===== src/rtl/aemps_regs.vh =====
// Purpose: Offsets, fields, reset values and timing for the mux/sync block
// Assumes: APB word access, byte address = register index * 4
// Notes:   Printed offsets 0xD0 and 0xD6 are not both multiples of four,
//          so offsets are kept as indices and the byte address is index * 4
`ifndef AEMPS_REGS_VH
`define AEMPS_REGS_VH

// ----------------------------------------
// Register indices and byte addresses
// ----------------------------------------
`define AEMPS_IDX_MUX_SELECT_OUT_CTRL     12'h0D0
`define AEMPS_IDX_MUX_SELECT_OUT_EN       12'h0D6
`define AEMPS_IDX_SYNC_CTRL     12'h01A
`define AEMPS_IDX_KERNEL_CTRL   12'h0E0
`define AEMPS_IDX_KERNEL_STAT   12'h0E2
`define AEMPS_ADDR_MUX_SELECT_OUT_CTRL    14'h0340
`define AEMPS_ADDR_MUX_SELECT_OUT_EN      14'h0358
`define AEMPS_ADDR_SYNC_CTRL    14'h0068
`define AEMPS_ADDR_KERNEL_CTRL  14'h0380
`define AEMPS_ADDR_KERNEL_STAT  14'h0388

// ----------------------------------------
// Field positions
// ----------------------------------------
`define AEMPS_PEND_LSB          0
`define AEMPS_CUR_LSB           4
`define AEMPS_EXT_LSB           8
`define AEMPS_SYNC_START_SOURCE_SELECT_LSB    0
`define AEMPS_SYNC_EVAL_BIT     4
`define AEMPS_KC_PWR_LSB        0
`define AEMPS_KC_WFR_BIT        2

// ----------------------------------------
// Reset values and codes
// ----------------------------------------
`define AEMPS_RST_16            16'h0000
`define AEMPS_START_SOURCE_SELECT_MASTER      2'h0
`define AEMPS_START_SOURCE_SELECT_SLAVE       2'h1
`define AEMPS_ALT_BASE          9'h002

`endif


===== src/rtl/aemps_ctrl.v =====
// Purpose: External analog mux select control and parallel-conversion sync
// Assumes: Arbiter outside issues conversion starts and aborts; peer kernel
//          signals arrive asynchronously and are synchronised here
// Notes:   Notes on behaviour
//
// Notes on behaviour
// - Three select outputs drive external mux.
// - Conversion start copies pending select to current.
// - Per-channel enable zero to seven; clear leaves select.
// - Select change forces alternative sample phase once.
// - Aborted first conversion repeats with alternative phase.
// - Alternative phase is two plus extension cycles.
// - Control register layout; bits 3, 7 zero.
// - Master forwards sync channel requests; slaves never.
// - Slave runs own requests when master idle.
// - Started parallel conversion is never aborted.
// - Slave gives parallel request top priority, cancel-inject.
// - Wait-for-read honoured only in master.
// - Master distributes power state and channel number.
// - Ready output; evaluate-ready waits for all ready.
// - Parallel sample phases start together everywhere.
// - One master defines clocks and channel.
// - Slave redirects received channel through alias.
// - Reserved start-select codes switch kernel off.
`timescale 1ns/1ps
`include "aemps_regs.vh"

module aemps_ctrl #(
    parameter NPEER = 1
) (
    // Clock and reset
    input  wire              i_clk,
    input  wire              i_rstn,
    // APB slave
    input  wire              psel,
    input  wire              penable,
    input  wire              pwrite,
    input  wire [13:0]       paddr,
    input  wire [31:0]       pwdata,
    output wire              pready,
    output wire [31:0]       prdata,
    output wire              pslverr,
    // Analog clock enable and kernel arbiter
    input  wire              i_aclk_en,
    input  wire              i_conv_start,
    input  wire [3:0]        i_conv_chan,
    input  wire              i_conv_sync,
    input  wire              i_conv_abort,
    input  wire              i_conv_done,
    input  wire              i_local_ready,
    input  wire [3:0]        i_alias_map,
    // External mux
    output wire [2:0]        o_mux_select_out,
    // Sample phase control
    output wire              o_use_alt_sample,
    output wire              o_sample_active,
    output wire              o_sample_done,
    // Sync group link
    input  wire [1:0]        i_master_control_input,
    input  wire              i_master_req,
    input  wire [3:0]        i_master_chan,
    input  wire [NPEER-1:0]  i_peer_ready_input,
    output reg  [1:0]        o_power_state_out,
    output reg               o_sync_req_out,
    output reg  [3:0]        o_sync_chan_out,
    output wire              o_ready,
    // Toward the kernel arbiter
    output wire              o_kernel_off,
    output wire              o_slave_inject,
    output reg  [3:0]        o_slave_chan,
    output wire              o_abort_allowed,
    output wire              o_wait_for_read_en,
    output wire              o_start_parallel
);

// ----------------------------------------
// Registers
// ----------------------------------------
reg  [2:0]  pending_select_reg;
reg  [2:0]  current_select_reg;
reg  [7:0]  alt_sample_extension_reg;
reg  [7:0]  channel_mux_ctrl_en_reg;
reg  [1:0]  start_source_select_reg;
reg         evaluate_peer_ready_reg;
reg  [1:0]  converter_power_state_reg;
reg         wfr_reg;
reg         settle_pend_reg;
reg         alt_conv_reg;
reg         par_conv_reg;
reg  [8:0]  sample_cnt_reg;
reg         sample_act_reg;
reg  [31:0] prdata_reg;
reg  [1:0]  mci_s1_reg;
reg  [1:0]  mci_s2_reg;
reg         mreq_s1_reg;
reg         mreq_s2_reg;
reg  [3:0]  mch_s1_reg;
reg  [3:0]  mch_s2_reg;
reg  [NPEER-1:0] prdy_s1_reg;
reg  [NPEER-1:0] prdy_s2_reg;

wire        is_master = (start_source_select_reg == `AEMPS_START_SOURCE_SELECT_MASTER);
wire        is_slave  = (start_source_select_reg == `AEMPS_START_SOURCE_SELECT_SLAVE);
wire        wr_en     = psel & penable & pwrite;
// Read data loads in the setup cycle so it stands through the access phase
wire        rd_en     = psel & ~penable & ~pwrite;
wire        chan_low  = ~i_conv_chan[3];
wire        mux_en    = chan_low & channel_mux_ctrl_en_reg[i_conv_chan[2:0]];
wire        mux_start = i_conv_start & mux_en;
wire        sel_chg   = mux_start & (pending_select_reg != current_select_reg);
wire        grp_ready = i_local_ready & (&prdy_s2_reg);
wire [1:0]  eff_power = is_slave ? mci_s2_reg : converter_power_state_reg;
wire [8:0]  alt_len   = `AEMPS_ALT_BASE + {1'b0, alt_sample_extension_reg};

function addr_hit;
    input [13:0] a;
    input [13:0] ref_a;
    begin
        addr_hit = (a == ref_a);
    end
endfunction

// ----------------------------------------
// APB slave
// ----------------------------------------
assign pready  = 1'b1;
assign prdata  = prdata_reg;
assign pslverr = psel & penable & ~(addr_hit(paddr, `AEMPS_ADDR_MUX_SELECT_OUT_CTRL)
                 | addr_hit(paddr, `AEMPS_ADDR_MUX_SELECT_OUT_EN)
                 | addr_hit(paddr, `AEMPS_ADDR_SYNC_CTRL)
                 | addr_hit(paddr, `AEMPS_ADDR_KERNEL_CTRL)
                 | addr_hit(paddr, `AEMPS_ADDR_KERNEL_STAT));

always @(posedge i_clk or negedge i_rstn) begin
    if (!i_rstn) begin
        pending_select_reg        <= 3'h0;
        alt_sample_extension_reg  <= 8'h00;
        channel_mux_ctrl_en_reg   <= 8'h00;
        start_source_select_reg   <= 2'h0;
        evaluate_peer_ready_reg   <= 1'b0;
        converter_power_state_reg <= 2'h0;
        wfr_reg                   <= 1'b0;
        prdata_reg                <= 32'h00000000;
    end else begin
        if (wr_en && addr_hit(paddr, `AEMPS_ADDR_MUX_SELECT_OUT_CTRL)) begin
            pending_select_reg       <= pwdata[2:0];
            alt_sample_extension_reg <= pwdata[15:8];
        end
        if (wr_en && addr_hit(paddr, `AEMPS_ADDR_MUX_SELECT_OUT_EN)) begin
            channel_mux_ctrl_en_reg <= {pwdata[14], pwdata[12], pwdata[10], pwdata[8],
                                        pwdata[6], pwdata[4], pwdata[2], pwdata[0]};
        end
        if (wr_en && addr_hit(paddr, `AEMPS_ADDR_SYNC_CTRL)) begin
            start_source_select_reg <= pwdata[1:0];
            evaluate_peer_ready_reg <= pwdata[4];
        end
        if (wr_en && addr_hit(paddr, `AEMPS_ADDR_KERNEL_CTRL)) begin
            converter_power_state_reg <= pwdata[1:0];
            wfr_reg                   <= pwdata[2];
        end
        if (rd_en) begin
            prdata_reg <= 32'h00000000;
            if (addr_hit(paddr, `AEMPS_ADDR_MUX_SELECT_OUT_CTRL))
                prdata_reg[15:0] <= {alt_sample_extension_reg, 1'b0,
                                     current_select_reg, 1'b0, pending_select_reg};
            else if (addr_hit(paddr, `AEMPS_ADDR_MUX_SELECT_OUT_EN))
                prdata_reg[15:0] <= {1'b0, channel_mux_ctrl_en_reg[7], 1'b0,
                                     channel_mux_ctrl_en_reg[6], 1'b0,
                                     channel_mux_ctrl_en_reg[5], 1'b0,
                                     channel_mux_ctrl_en_reg[4], 1'b0,
                                     channel_mux_ctrl_en_reg[3], 1'b0,
                                     channel_mux_ctrl_en_reg[2], 1'b0,
                                     channel_mux_ctrl_en_reg[1], 1'b0,
                                     channel_mux_ctrl_en_reg[0]};
            else if (addr_hit(paddr, `AEMPS_ADDR_SYNC_CTRL))
                prdata_reg[15:0] <= {11'h000, evaluate_peer_ready_reg, 2'h0,
                                     start_source_select_reg};
            else if (addr_hit(paddr, `AEMPS_ADDR_KERNEL_CTRL))
                prdata_reg[15:0] <= {13'h0000, wfr_reg, converter_power_state_reg};
            else if (addr_hit(paddr, `AEMPS_ADDR_KERNEL_STAT))
                prdata_reg[15:0] <= {8'h00, par_conv_reg, settle_pend_reg,
                                     sample_act_reg, grp_ready, eff_power, 2'h0};
        end
    end
end

// ----------------------------------------
// Peer input synchronisers
// ----------------------------------------
always @(posedge i_clk or negedge i_rstn) begin
    if (!i_rstn) begin
        mci_s1_reg  <= 2'h0;
        mci_s2_reg  <= 2'h0;
        mreq_s1_reg <= 1'b0;
        mreq_s2_reg <= 1'b0;
        mch_s1_reg  <= 4'h0;
        mch_s2_reg  <= 4'h0;
        prdy_s1_reg <= {NPEER{1'b0}};
        prdy_s2_reg <= {NPEER{1'b0}};
    end else begin
        mci_s1_reg  <= i_master_control_input;
        mci_s2_reg  <= mci_s1_reg;
        mreq_s1_reg <= i_master_req;
        mreq_s2_reg <= mreq_s1_reg;
        // Channel is held stable by the master while its request stands
        mch_s1_reg  <= i_master_chan;
        mch_s2_reg  <= mch_s1_reg;
        prdy_s1_reg <= i_peer_ready_input;
        prdy_s2_reg <= prdy_s1_reg;
    end
end

// ----------------------------------------
// External mux select and settling
// ----------------------------------------
always @(posedge i_clk or negedge i_rstn) begin
    if (!i_rstn) begin
        current_select_reg <= 3'h0;
        settle_pend_reg    <= 1'b0;
        alt_conv_reg       <= 1'b0;
    end else begin
        if (mux_start) begin
            current_select_reg <= pending_select_reg;
            alt_conv_reg       <= sel_chg | settle_pend_reg;
        end else if (i_conv_start) begin
            alt_conv_reg <= 1'b0;
        end
        // Settling ends only on a complete conversion, so aborts keep it
        if (sel_chg)
            settle_pend_reg <= 1'b1;
        else if (i_conv_done && alt_conv_reg)
            settle_pend_reg <= 1'b0;
    end
end

assign o_mux_select_out = current_select_reg;
assign o_use_alt_sample = alt_conv_reg;

// ----------------------------------------
// Alternative sample phase timer
// ----------------------------------------
always @(posedge i_clk or negedge i_rstn) begin
    if (!i_rstn) begin
        sample_cnt_reg <= 9'h000;
        sample_act_reg <= 1'b0;
    end else if (mux_start && (sel_chg || settle_pend_reg)) begin
        sample_cnt_reg <= alt_len;
        sample_act_reg <= 1'b1;
    end else if (i_conv_abort && !par_conv_reg) begin
        sample_act_reg <= 1'b0;
    end else if (sample_act_reg && i_aclk_en) begin
        sample_cnt_reg <= sample_cnt_reg - 9'h001;
        if (sample_cnt_reg == 9'h001)
            sample_act_reg <= 1'b0;
    end
end

assign o_sample_active = sample_act_reg;
assign o_sample_done   = sample_act_reg & i_aclk_en & (sample_cnt_reg == 9'h001);

// ----------------------------------------
// Synchronised parallel conversions
// ----------------------------------------
always @(posedge i_clk or negedge i_rstn) begin
    if (!i_rstn) begin
        o_power_state_out <= 2'h0;
        o_sync_req_out    <= 1'b0;
        o_sync_chan_out   <= 4'h0;
        o_slave_chan      <= 4'h0;
        par_conv_reg      <= 1'b0;
    end else begin
        o_power_state_out <= is_master ? converter_power_state_reg : 2'h0;
        if (is_master && i_conv_start && i_conv_sync) begin
            o_sync_req_out  <= 1'b1;
            o_sync_chan_out <= i_conv_chan;
        end else if (!is_master || i_conv_done) begin
            o_sync_req_out <= 1'b0;
        end
        if (is_slave && mreq_s2_reg)
            o_slave_chan <= mch_s2_reg ^ i_alias_map;
        if (o_start_parallel)
            par_conv_reg <= 1'b1;
        else if (i_conv_done)
            par_conv_reg <= 1'b0;
    end
end

assign o_kernel_off       = ~is_master & ~is_slave;
assign o_slave_inject     = is_slave & mreq_s2_reg & (eff_power != 2'h0);
assign o_abort_allowed    = ~par_conv_reg;
assign o_wait_for_read_en = wfr_reg & is_master;
assign o_ready            = i_local_ready & ~o_kernel_off;
// Slave own requests proceed while o_slave_inject is low
assign o_start_parallel   = ~o_kernel_off & ~par_conv_reg
                            & ((is_master & o_sync_req_out) | o_slave_inject)
                            & (~evaluate_peer_ready_reg | grp_ready);

endmodule // aemps_ctrl


===== config.mk =====
export PLATFORM = sky130hd
export DESIGN_NAME = aemps_ctrl
export DESIGN_NICKNAME = d
export VERILOG_FILES = /design/src/rtl/aemps_ctrl.v
export VERILOG_INCLUDE_DIRS = /design/src /design/src/rtl
export SDC_FILE = /design/constraint.sdc
export NUM_CORES = 1
export LEC_CHECK = 0
export BUFFER_PORTS_ARGS = -buffer_cell sky130_fd_sc_hd__buf_4
export CAP_MARGIN = 20
export CORE_ASPECT_RATIO = 1.1
export CORE_UTILIZATION = 51
export DETAILED_ROUTE_END_ITERATION = 8
export PLACE_DENSITY = 0.78
export SETUP_SLACK_MARGIN = 0.02
export SLEW_MARGIN = 40
export SYNTH_ARGS = -nofsm -noshare
export SYNTH_HDL_FRONTEND = slang
export SYNTH_SLANG_ARGS = --single-unit

===== constraint.sdc =====
create_clock -name i_clk -period 3.3 [get_ports i_clk]
set_input_delay 0.825 -clock i_clk [delete_from_list [all_inputs] [get_ports i_clk]]
set_output_delay 0.825 -clock i_clk [all_outputs]
set_load 0.01 [all_outputs]

* Word level (Yosys, flattened, before mapping)
Index checks and enable logic that the tools add are counted.
** Word-level totals
- Flip-flop bits (word level) :: 84
- Input port bits :: 73
- Word-level logic and storage cells :: 125
** Cells by class
- Add/sub/neg operators :: 2
- Magnitude comparators :: 1
- Equal/unequal tests :: 9
- Multiplexer cells :: 24
- Bitwise operators :: 37
- Reductions and logical operators :: 26
** Operators with widths (number)
- $eq A14 B10 Y1 const B :: 4
- $mux W9 :: 3
- $mux W8 :: 3
- $and A1 B1 Y1 :: 20
- $mux W16 :: 1
- $mux W15 :: 1
- $eq A14 B7 Y1 const B :: 1
- $mux W1 :: 13
- $reduce_bool A2 Y1 :: 6
- $logic_and A1 B1 Y1 :: 11
- $add A2 B8 Y9 const A :: 1
- $eq A9 B1 Y1 const B :: 1
- $not A1 Y1 :: 9
- $sub A9 B1 Y9 const B :: 1
- $or A1 B1 Y1 :: 7
- $reduce_bool A3 Y1 :: 2
- $lt A3 B4 Y1 const B :: 1
- $mux W2 :: 2
- $reduce_and A2 Y1 :: 2
- $xor A4 B4 Y4 :: 1
- $bmux W1 S3 :: 1
- $ne A3 B3 Y1 :: 1
- $eq A2 B1 Y1 const B :: 1
- $logic_not A1 Y1 :: 2
- other kinds (3) :: 4

* Logic depth before layout (Yosys ltp)
Gate-level depths: netlist of the first run.
- Depth in word-level cells :: 9
- Depth in mapped cells :: 7
- Depth with buffers taken out :: 6

* Worst setup path after synthesis of the first run
Ideal clock, no wire load.
- Kind :: input-to-output
- Start :: input port paddr[13]
- End :: output port pslverr
- Arrival time :: 2.314 ns
- Setup slack :: 0.161 ns
- Stages on the path :: 5
- Path through :: or4_4 or2_1 buf_6 nor4_1 nor4_1
** Between the ends
- Cells in the longest elaborated chain, start to end :: 7
- Elaborated cells between the ends (all ways) :: 11
** Ends and longest elaborated chain
- start: declaration :: line aemps_ctrl.v:38 : input wire [13:0] paddr,
- $eq A14 B10 Y1 :: line aemps_ctrl.v:119 : addr_hit = (a == ref_a);
- $or A1 B1 Y1 (3 in series) :: line aemps_ctrl.v:128 : assign pslverr = psel & penable & ~(addr_hit(paddr, `AEMPS_ADDR_MUX_SELECT_OUT_CTRL)
- $or A1 B1 Y1 * :: line aemps_ctrl.v:128
- $not A1 Y1 * :: line aemps_ctrl.v:128
- $and A1 B1 Y1 * :: line aemps_ctrl.v:128
- end: declaration :: line aemps_ctrl.v:42 : output wire pslverr,
Every way passes the cells marked *; elsewhere a longest branch is shown, timed or not.

* Worst setup path after layout of the first run
Same ends and word-level chain as after synthesis.

==> results of run 1 <==
## cell usage after synthesis, types with 2 or more instances
cell type  number  area, um2
inv_1           9      33.78
dfrtp_1        84       2102
a31oi_1         3      18.77
nand3_1        15      75.07
buf_4          17      127.6
clkbuf_1        9      33.78
xor2_1          4      35.03
nand4_1         3      18.77
a21oi_1         9      45.04
xnor2_1        17      148.9
mux2_4         10      150.1
conb_1          2      7.510
a22oi_1         4      30.03
a21o_1          3      22.52
and3_1          4      25.02
and2_1          6      37.54
mux2i_1        15      150.1
ha_1            3      37.54
a2111oi_0       2      17.52
nor4_1          9      56.30
nor3_1          7      35.03
nor2b_1         4      25.02
or3_1           2      12.51
o21ai_0        10      50.05
nand2_1        31      116.4
nand2b_1        3      18.77
mux2_2         26      292.8
nor2_1         18      67.56
## per-layer routing
metal	vias to the layer above	global-route usage	wire (um)
met4	0	0.1042	220
li1	1409	-	-
met2	91	0.4147	4783
met5	-	0	0
met1	1511	0.2890	3814
met3	18	0.03550	302
## how the worst max path moves through the flow
stage	from	end	slack, ns	cells after the start
finish	paddr[13]	pslverr	0.06	6
global route	paddr[13]	pslverr	0.02	7
CTS	paddr[13]	pslverr	0.04	6
detailed placement	paddr[13]	pslverr	0.05	6
global placement	paddr[13]	pslverr	0.08	6
floorplan	paddr[13]	pslverr	0.16	5
## per-stage QoR
step           cells  total power [mW]  setup slack, ns
6_report         565             2.022          0.05804
5_1_grt          565             2.106          0.01701
4_1_cts          565             2.029          0.03605
3_5_place_dp     549             1.378          0.05226
3_3_place_gp     549             1.366          0.08124
2_1_floorplan    367             1.244           0.1613
## kinds of logic after synthesis
logic type	synth area share
AOI/OAI and AO/OA	0.06044
xor gates and xnor gates	0.04579
adders and majority gates	0.009347
buffers and inverters	0.05638
DFF	0.5234
muxes	0.1477
other	0.001870
and+or+nand+nor	0.1551
## where the power goes
group	switching [mW]	leakage (nW)	internal [mW]
Combinational	0.124	1.26	0.125
Clock	0.385	0.0755	0.279
Sequential	0.0350	1.09	1.07
Total	0.544	2.42	1.48
## layout make-up
class	instances	area, um2	share of cell area
clock buffers	10	127.6	0.02553
clock inverters	6	47.55	0.009510
inverters	9	33.78	0.006757
multi-input cells	246	1763	0.3526
flip-flops and latches	84	2102	0.4204
well taps	105	131.4	0.02628
repair buffers	105	794.5	0.1589
==> qor.yml, run 1 <==
status:
  status: "finished clean"
worst_setup_path:
  crit_path_max_fanout: 4
  critPathKind: "in2out"
  cp.required_ns: 2.47
  cp_top_family: "simple AND/OR/NAND/NOR gates"
  arrival_ns: 2.42
  reg2reg_depth: 7
  cpMostUsedCell: "buf_4"
  crit_path_end_kind: "output pin"
  crit_slowest_cell: "or4_4"
  timing.critical_path.buf_inv: 2
  regToRegStartpoint: "channel_mux_ctrl_en_reg[7]"
  r2r-end: "sample_cnt_reg[8]"
  startpoint_type: "input pin"
  worstPathCellList: "buf_4, or4_4, or2_1, nor4_2, nor4_1, buf_4"
  rrSetupSlack_ns: 1.41
  slowest_delay_ns: 0.54
yosys:
  synthCells: 352
  synth_area_per_cell_um2: 11.41
  ys_seq_area_frac: 0.5234
  synth_edf_count: 0
  yosysWarnings: 0
  ys_types: 51
  synth-seq-cells: 84
  synthFlopType: "dfrtp_1"
  netlist_area_um2: 4016
  async_reset_ff_frac: 1.000
sta:
  fin_crit_sh: 0.9824
  drv_slew: 0
  hold-worst-slack_ns: 0.3523
  rsz0062_at_grt: "no"
  setup_tns_ns: 0
  slew_headroom: 0.5618
  fmax_mhz: 308.5
  tightest_slew_ns: 0.6573
  fin_crit_ns: 3.242
  hold_viol_final: 0
  finalSetupViolCount: 0
  clock_skew_ns: 0.007814
job:
  maxCapViolations: 0
layout:
  nNetsFinal: 531
  final_cell_mix: "buf_4 (104), dfrtp_1 (84), nand2_1 (31)"
  largest_reg_flops: 16
  fillers: 621
  final_common_cell: "buf_4"
  fin_util: 0.6617
  diodes: 0
  area_delta_synth_final_pct: 24.49
  final_area_um2: 5000
  layout-drive-gt1-share: 0.3630
cts:
  cts.clk_slew.worst_paths_ns: 0.08
  cts.sinks: 84
  cts_tree: "yes"
  root_buffer: "clkbuf_8"
  postCtsResizedCells: 0
  cts_setup_buffers: 0
  cts.hold.buffers_added: 0
  max-clock-path-buffers: 2
  insertion_delay_ns: 0.35
  cts_made_buffers: 9
  cts_max_level: 3
drt:
  wl_um: 9120
  via_per_inst: 5.361
  drc: 0
  num_vias: 3029
  dr.pass1.iters: 4
  drtIter0Drc: 105
  wl_per_cell_um: 16.14
  ant_nets: 0
pwr:
  power.density_nw_per_um2: 404.3
  max-vdd-ir-drop_mv: 0.3328
  leakagePower_nw: 2.418
die:
  ios: 130
  initial_core_util: 0.5315
  dieArea_um2: 8234
  die_width_um: 86.61
  rows: 33
  core-area_um2: 7556
  die_h_um: 95.08
placement:
  routabilityCongestion: 0.8435
  dpl_cell_area_um2: 4803
  port_buffers: 93
  hpwlAfterDp_um: 6821
global_route:
  grt_pass1_wl_um: 14610
  antenna_found_initial: 0
  grt-ovfl-total: 0
  grt_pass1_vias: 3099
  globalRouteTotalUtil: 0.2360
  grt_max_degree: 85
min_path:
  min_from: "mreq_s1_reg"
  hold_end: "mreq_s2_reg"
  holdPathStages: 0
  hold_class: "reg2reg"
(Power assumes the default switching activity.)
==> inputs of run 2 (changes only) <==
PLACE_DENSITY = 0.85   (was 0.78)
==> run 2 against run 1 <==
Effect of this change:
- cell count unchanged
- sequential cell count unchanged
- count of clock-buffer cells in the layout down 1
- largest cell class unchanged
- via count up 3.1%
- global-route usage up 0.56 points
- wire length up 1.9%
- power up 2.2%
- highest routed layer unchanged
- worst setup slack better by 0.032 ns
- non-clock buffer count unchanged
- sequential power about the same
- worst hold slack better by 0.0055 ns
==> qor.yml, run 2 (same netlist as run 1, synthesis figures left out) <==
status:
  status: "finished clean"
layout:
  final_common_cell: "buf_4"
  fin_util: 0.6639
  area_delta_synth_final_pct: 24.89
  seq_area_um2: 2102
  final_cell_mix: "buf_4 (104), dfrtp_1 (84), nand2_1 (31)"
  layout-drive-gt1-share: 0.3674
  diodes: 0
  largest_reg_flops: 16
  nNetsFinal: 531
  fillers: 578
  multi_input_area_um2: 1770
worst_setup_path:
  slowest_delay_ns: 0.55
  cpMostUsedCell: "buf_4"
  critPathKind: "in2out"
  worstPathCellList: "buf_4, or4_4, or2_1, nor4_2, nor4_1, buf_4"
  startpoint_type: "input pin"
  crit_path_end_kind: "output pin"
  crit_path_max_fanout: 4
  cp.required_ns: 2.47
  arrival_ns: 2.38
  crit_slowest_cell: "or4_4"
drt:
  wl_um: 9289
  num_vias: 3122
  ant_nets: 0
  via_per_inst: 5.526
  drtIter0Drc: 207
  drc: 0
  dr.pass1.iters: 5
  wl_per_cell_um: 16.44
cts:
  max-clock-path-buffers: 2
  cts_max_level: 3
  cts_tree: "yes"
  cts.sinks: 84
  cts.hold.buffers_added: 0
  root_buffer: "clkbuf_8"
  cts.clk_slew.worst_paths_ns: 0.09
  insertion_delay_ns: 0.36
  cts_made_buffers: 9
die:
  die_width_um: 86.61
  core-area_um2: 7556
  initial_core_util: 0.5315
  ios: 130
  dieArea_um2: 8234
  die_h_um: 95.08
  rows: 33
sta:
  fmax_mhz: 311.6
  drv_slew: 0
  slew_headroom: 0.5071
  rsz0062_at_grt: "no"
  fin_crit_ns: 3.210
  tightest_slew_ns: 0.7393
  hold_viol_final: 0
  setup_tns_ns: 0
  finalSetupViolCount: 0
  fin_crit_sh: 0.9726
  clock_skew_ns: 0.01218
pwr:
  p_seq_frac: 0.538
  clkPwrFrac: 0.341
  switching_share: 0.2780
  p_comb_frac: 0.122
  max-vdd-ir-drop_mv: 0.3262
  p_int_mw: 1.491
  power.density_nw_per_um2: 411.7
  power_mw: 2.065
  leakagePower_nw: 2.434
  switchingPower_mw: 0.5741
job:
  maxCapViolations: 0
global_route:
  grt_max_degree: 85
  antenna_found_initial: 0
  grt-ovfl-total: 0
  globalRouteTotalUtil: 0.2416
  grt_pass1_wl_um: 14790
  grt_pass1_vias: 3120
placement:
  hpwlAfterDp_um: 6949
  port_buffers: 93
  routabilityCongestion: 0.8283
min_path:
  hold_class: "reg2reg"
## run 2: final cells by class
class / instances / share of cell area
Sequential cell: 84 / 0.4191
Tap cell: 105 / 0.02619
Clock inverter: 7 / 0.01247
Clock buffer: 9 / 0.02469
Inverter: 9 / 0.006735
Timing Repair Buffer: 105 / 0.1579
Multi-Input combinational cell: 246 / 0.3530
## run 2: worst paths after layout
check | slack, ns | startpoint | endpoint | cells after the start
max | 0.09 | paddr[13] | pslverr | 6
min | 0.36 | prdy_s1_reg | prdy_s2_reg | 0
max reg2reg | 1.37 | channel_mux_ctrl_en_reg[7] | sample_cnt_reg[1] | 7
min reg2reg | 0.36 | prdy_s1_reg | prdy_s2_reg | 0
max in group asynchronous | 2.29 | i_rstn | channel_mux_ctrl_en_reg[6] | 1
min in group asynchronous | 0.49 | i_rstn | mch_s2_reg[2] | 1
## run 2: layer usage
| layer | track usage | part of all wire | vias up |
|---|---|---|---|
| met5 | 0 | 0 | - |
| met4 | 0.1167 | 0.029 | 0 |
| met3 | 0.05368 | 0.060 | 32 |
| met2 | 0.4094 | 0.52 | 155 |
| met1 | 0.2937 | 0.39 | 1528 |
| li1 | - | - | 1407 |
## run 2: timing repair
action                     4_1_cts  5_1_grt
buffers inserted                 0        0
setup endpoints to repair        0        1
gates resized for setup          0        4
## run 2: worst max-delay path: cells and delay by family
kind                   cells  cell delay (ns)
AND/OR/NAND/NOR            4             1.30
buffers and inverters      2             0.26
## run 2: through the flow
stage	hold WS [ns]	area, um2	setup slack [ns]	instances
final	0.3578	5016	0.09046	565
after detailed placement	0.3362	4805	0.05795	549
after global placement	0.3319	4800	0.09189	549
after floorplan	0.3312	4073	0.1613	367
after CTS	0.3601	4991	0.04730	565
after global routing	0.3682	5016	0.05028	565
## run 2: power groups by stage
stage	clock (mW)	sequential, mW	combinational (mW)
2_1_floorplan	0	1.13	0.115
3_3_place_gp	0	1.13	0.239
3_5_place_dp	0	1.13	0.249
4_1_cts	0.717	1.11	0.252
5_1_grt	0.767	1.11	0.277
6_report	0.704	1.11	0.251
==> inputs of run 3 (changes only) <==
PLACE_DENSITY = 0.8   (was 0.85)
==> run 3 against run 2 <==
Effect of this change:
- worst hold slack worse by 0.0044 ns
- first-iteration DRC count fell by 31%
- power up 2.7%
- wire length fell by 2.2%
- register-to-register slack better by 0.07 ns
- global-route usage about the same
- count of clock-buffer cells in the layout rose by 1
- highest routed layer unchanged
- die area unchanged
- non-clock buffer count stayed put
- sequential power about the same
- worst setup slack better by 0.015 ns
- maximum frequency increased by 0.47%
==> qor.yml, run 3 (same netlist as run 1, synthesis figures left out) <==
sta:
  clock_skew_ns: 0.01022
  hold-worst-slack_ns: 0.3534
  tightest_slew_ns: 0.6436
  rsz0062_at_grt: "no"
  slew_headroom: 0.5709
  fmax_mhz: 313.0
  hold_viol_final: 0
  setup_tns_ns: 0
  drv_slew: 0
  worst_slack_ns: 0.1054
  finalSetupViolCount: 0
  fin_crit_sh: 0.9681
  fin_crit_ns: 3.195
global_route:
  grt_max_degree: 85
  grt-ovfl-total: 0
  antenna_found_initial: 0
  grt_pass1_vias: 3151
  globalRouteTotalUtil: 0.2413
  grt_pass1_wl_um: 14900
worst_setup_path:
  crit_path_end_kind: "output pin"
  crit_path_max_fanout: 3
  rrSetupSlack_ns: 1.44
  arrival_ns: 2.37
  r2r-end: "sample_cnt_reg[8]"
  cp.required_ns: 2.47
  reg2reg_depth: 7
  critPathKind: "in2out"
  startpoint_type: "input pin"
  regToRegStartpoint: "channel_mux_ctrl_en_reg[7]"
layout:
  largest_reg_flops: 16
  fillers: 583
  layout-drive-gt1-share: 0.3652
  final_area_um2: 5032
  final_common_cell: "buf_4"
  diodes: 0
  final_cell_mix: "buf_4 (104), dfrtp_1 (84), nand2_1 (31)"
  area_delta_synth_final_pct: 25.30
  nNetsFinal: 531
pwr:
  p_int_mw: 1.574
  p_seq_frac: 0.523
  switchingPower_mw: 0.5465
  switching_share: 0.2577
  leakagePower_nw: 2.438
  max-vdd-ir-drop_mv: 0.3261
  clkPwrFrac: 0.360
  power.density_nw_per_um2: 421.5
  power_mw: 2.121
  p_comb_frac: 0.117
placement:
  dp_slack_ns: 0.06805
  routabilityCongestion: 0.8239
  hpwlAfterDp_um: 6809
  dpl_cell_area_um2: 4803
  port_buffers: 93
drt:
  wl_um: 9086
  drc: 0
  dr.pass1.iters: 4
  ant_nets: 0
  wl_per_cell_um: 16.08
  drtIter0Drc: 142
  via_per_inst: 5.379
  num_vias: 3039
cts:
  cts.clk_slew.worst_paths_ns: 0.08
  cts_tree: "yes"
  cts.sinks: 84
  cts_max_level: 3
  max-clock-path-buffers: 2
  insertion_delay_ns: 0.35
  cts_made_buffers: 9
  cts_setup_buffers: 0
  root_buffer: "clkbuf_8"
die:
  initial_core_util: 0.5315
  rows: 33
  core-area_um2: 7556
  dieArea_um2: 8234
  die_h_um: 95.08
  die_width_um: 86.61
  ios: 130
min_path:
  holdPathStages: 0
  min_from: "mci_s1_reg[0]"
  hold_end: "mci_s2_reg[0]"
  hold_class: "reg2reg"
job:
  maxCapViolations: 0
status:
  status: "finished clean"
[run 3: cell count changes in the layout (fill, tap and decap cells not counted), sizes merged]
cell | previous run | this run
inv | 15 | 11
clkbuf | 9 | 11
bufinv | 0 | 1
buf | 105 | 104
clkinvlp | 1 | 3
[run 3: metal layers]
metal | global-route usage | wire, um
met1 | 0.2978 | 3844
met2 | 0.4041 | 4572
met3 | 0.05628 | 450
met4 | 0.1111 | 219
met5 | 0 | 0
[run 3: power by group through the flow]
stage          Combinational (mW)  Clock [mW]  Sequential [mW]
3_5_place_dp                0.248           0             1.13
5_1_grt                     0.277       0.824             1.11
6_report                    0.249       0.763             1.11
2_1_floorplan               0.115           0             1.13
3_3_place_gp                0.239           0             1.13
4_1_cts                     0.250       0.772             1.11
[run 3: worst max-delay path: stages]
cell,delay [ns]
buf_4,0.11
or4_4,0.54
or2_1,0.29
nor4_2,0.36
nor4_1,0.09
buf_4,0.16
[run 3: per-stage QoR]
| step | instances | utilization |
|---|---|---|
| global placement | 549 | 0.6352 |
| floorplan | 367 | - |
| detailed placement | 549 | 0.6357 |
| global route | 565 | 0.6660 |
| CTS | 565 | 0.6632 |
| finish | 565 | 0.6660 |
[run 3: timing repair]
item / CTS / global route
endpoints found under the setup margin: 0 / 1
resized for setup: 0 / 3
hold buffers: 0 / 0
[run 3: worst max path at each step]
stage,from,endpoint,slack (ns),depth (start not counted)
floorplan,paddr[13],pslverr,0.16,5
detailed placement,paddr[13],pslverr,0.07,7
global placement,paddr[13],pslverr,0.09,6
CTS,paddr[13],pslverr,0.06,6
global route,paddr[13],pslverr,0.04,6
finish,paddr[13],pslverr,0.11,6
[run 3: cell type report]
type	instances	area [um2]	share of cell area
Sequential cell	84	2102	0.4177
Clock buffer	10	137.6	0.02735
Inverter	9	33.78	0.006713
Clock inverter	6	70.07	0.01392
Timing Repair Buffer	105	794.5	0.1579
Tap cell	105	131.4	0.02611
Multi-Input combinational cell	246	1763	0.3503
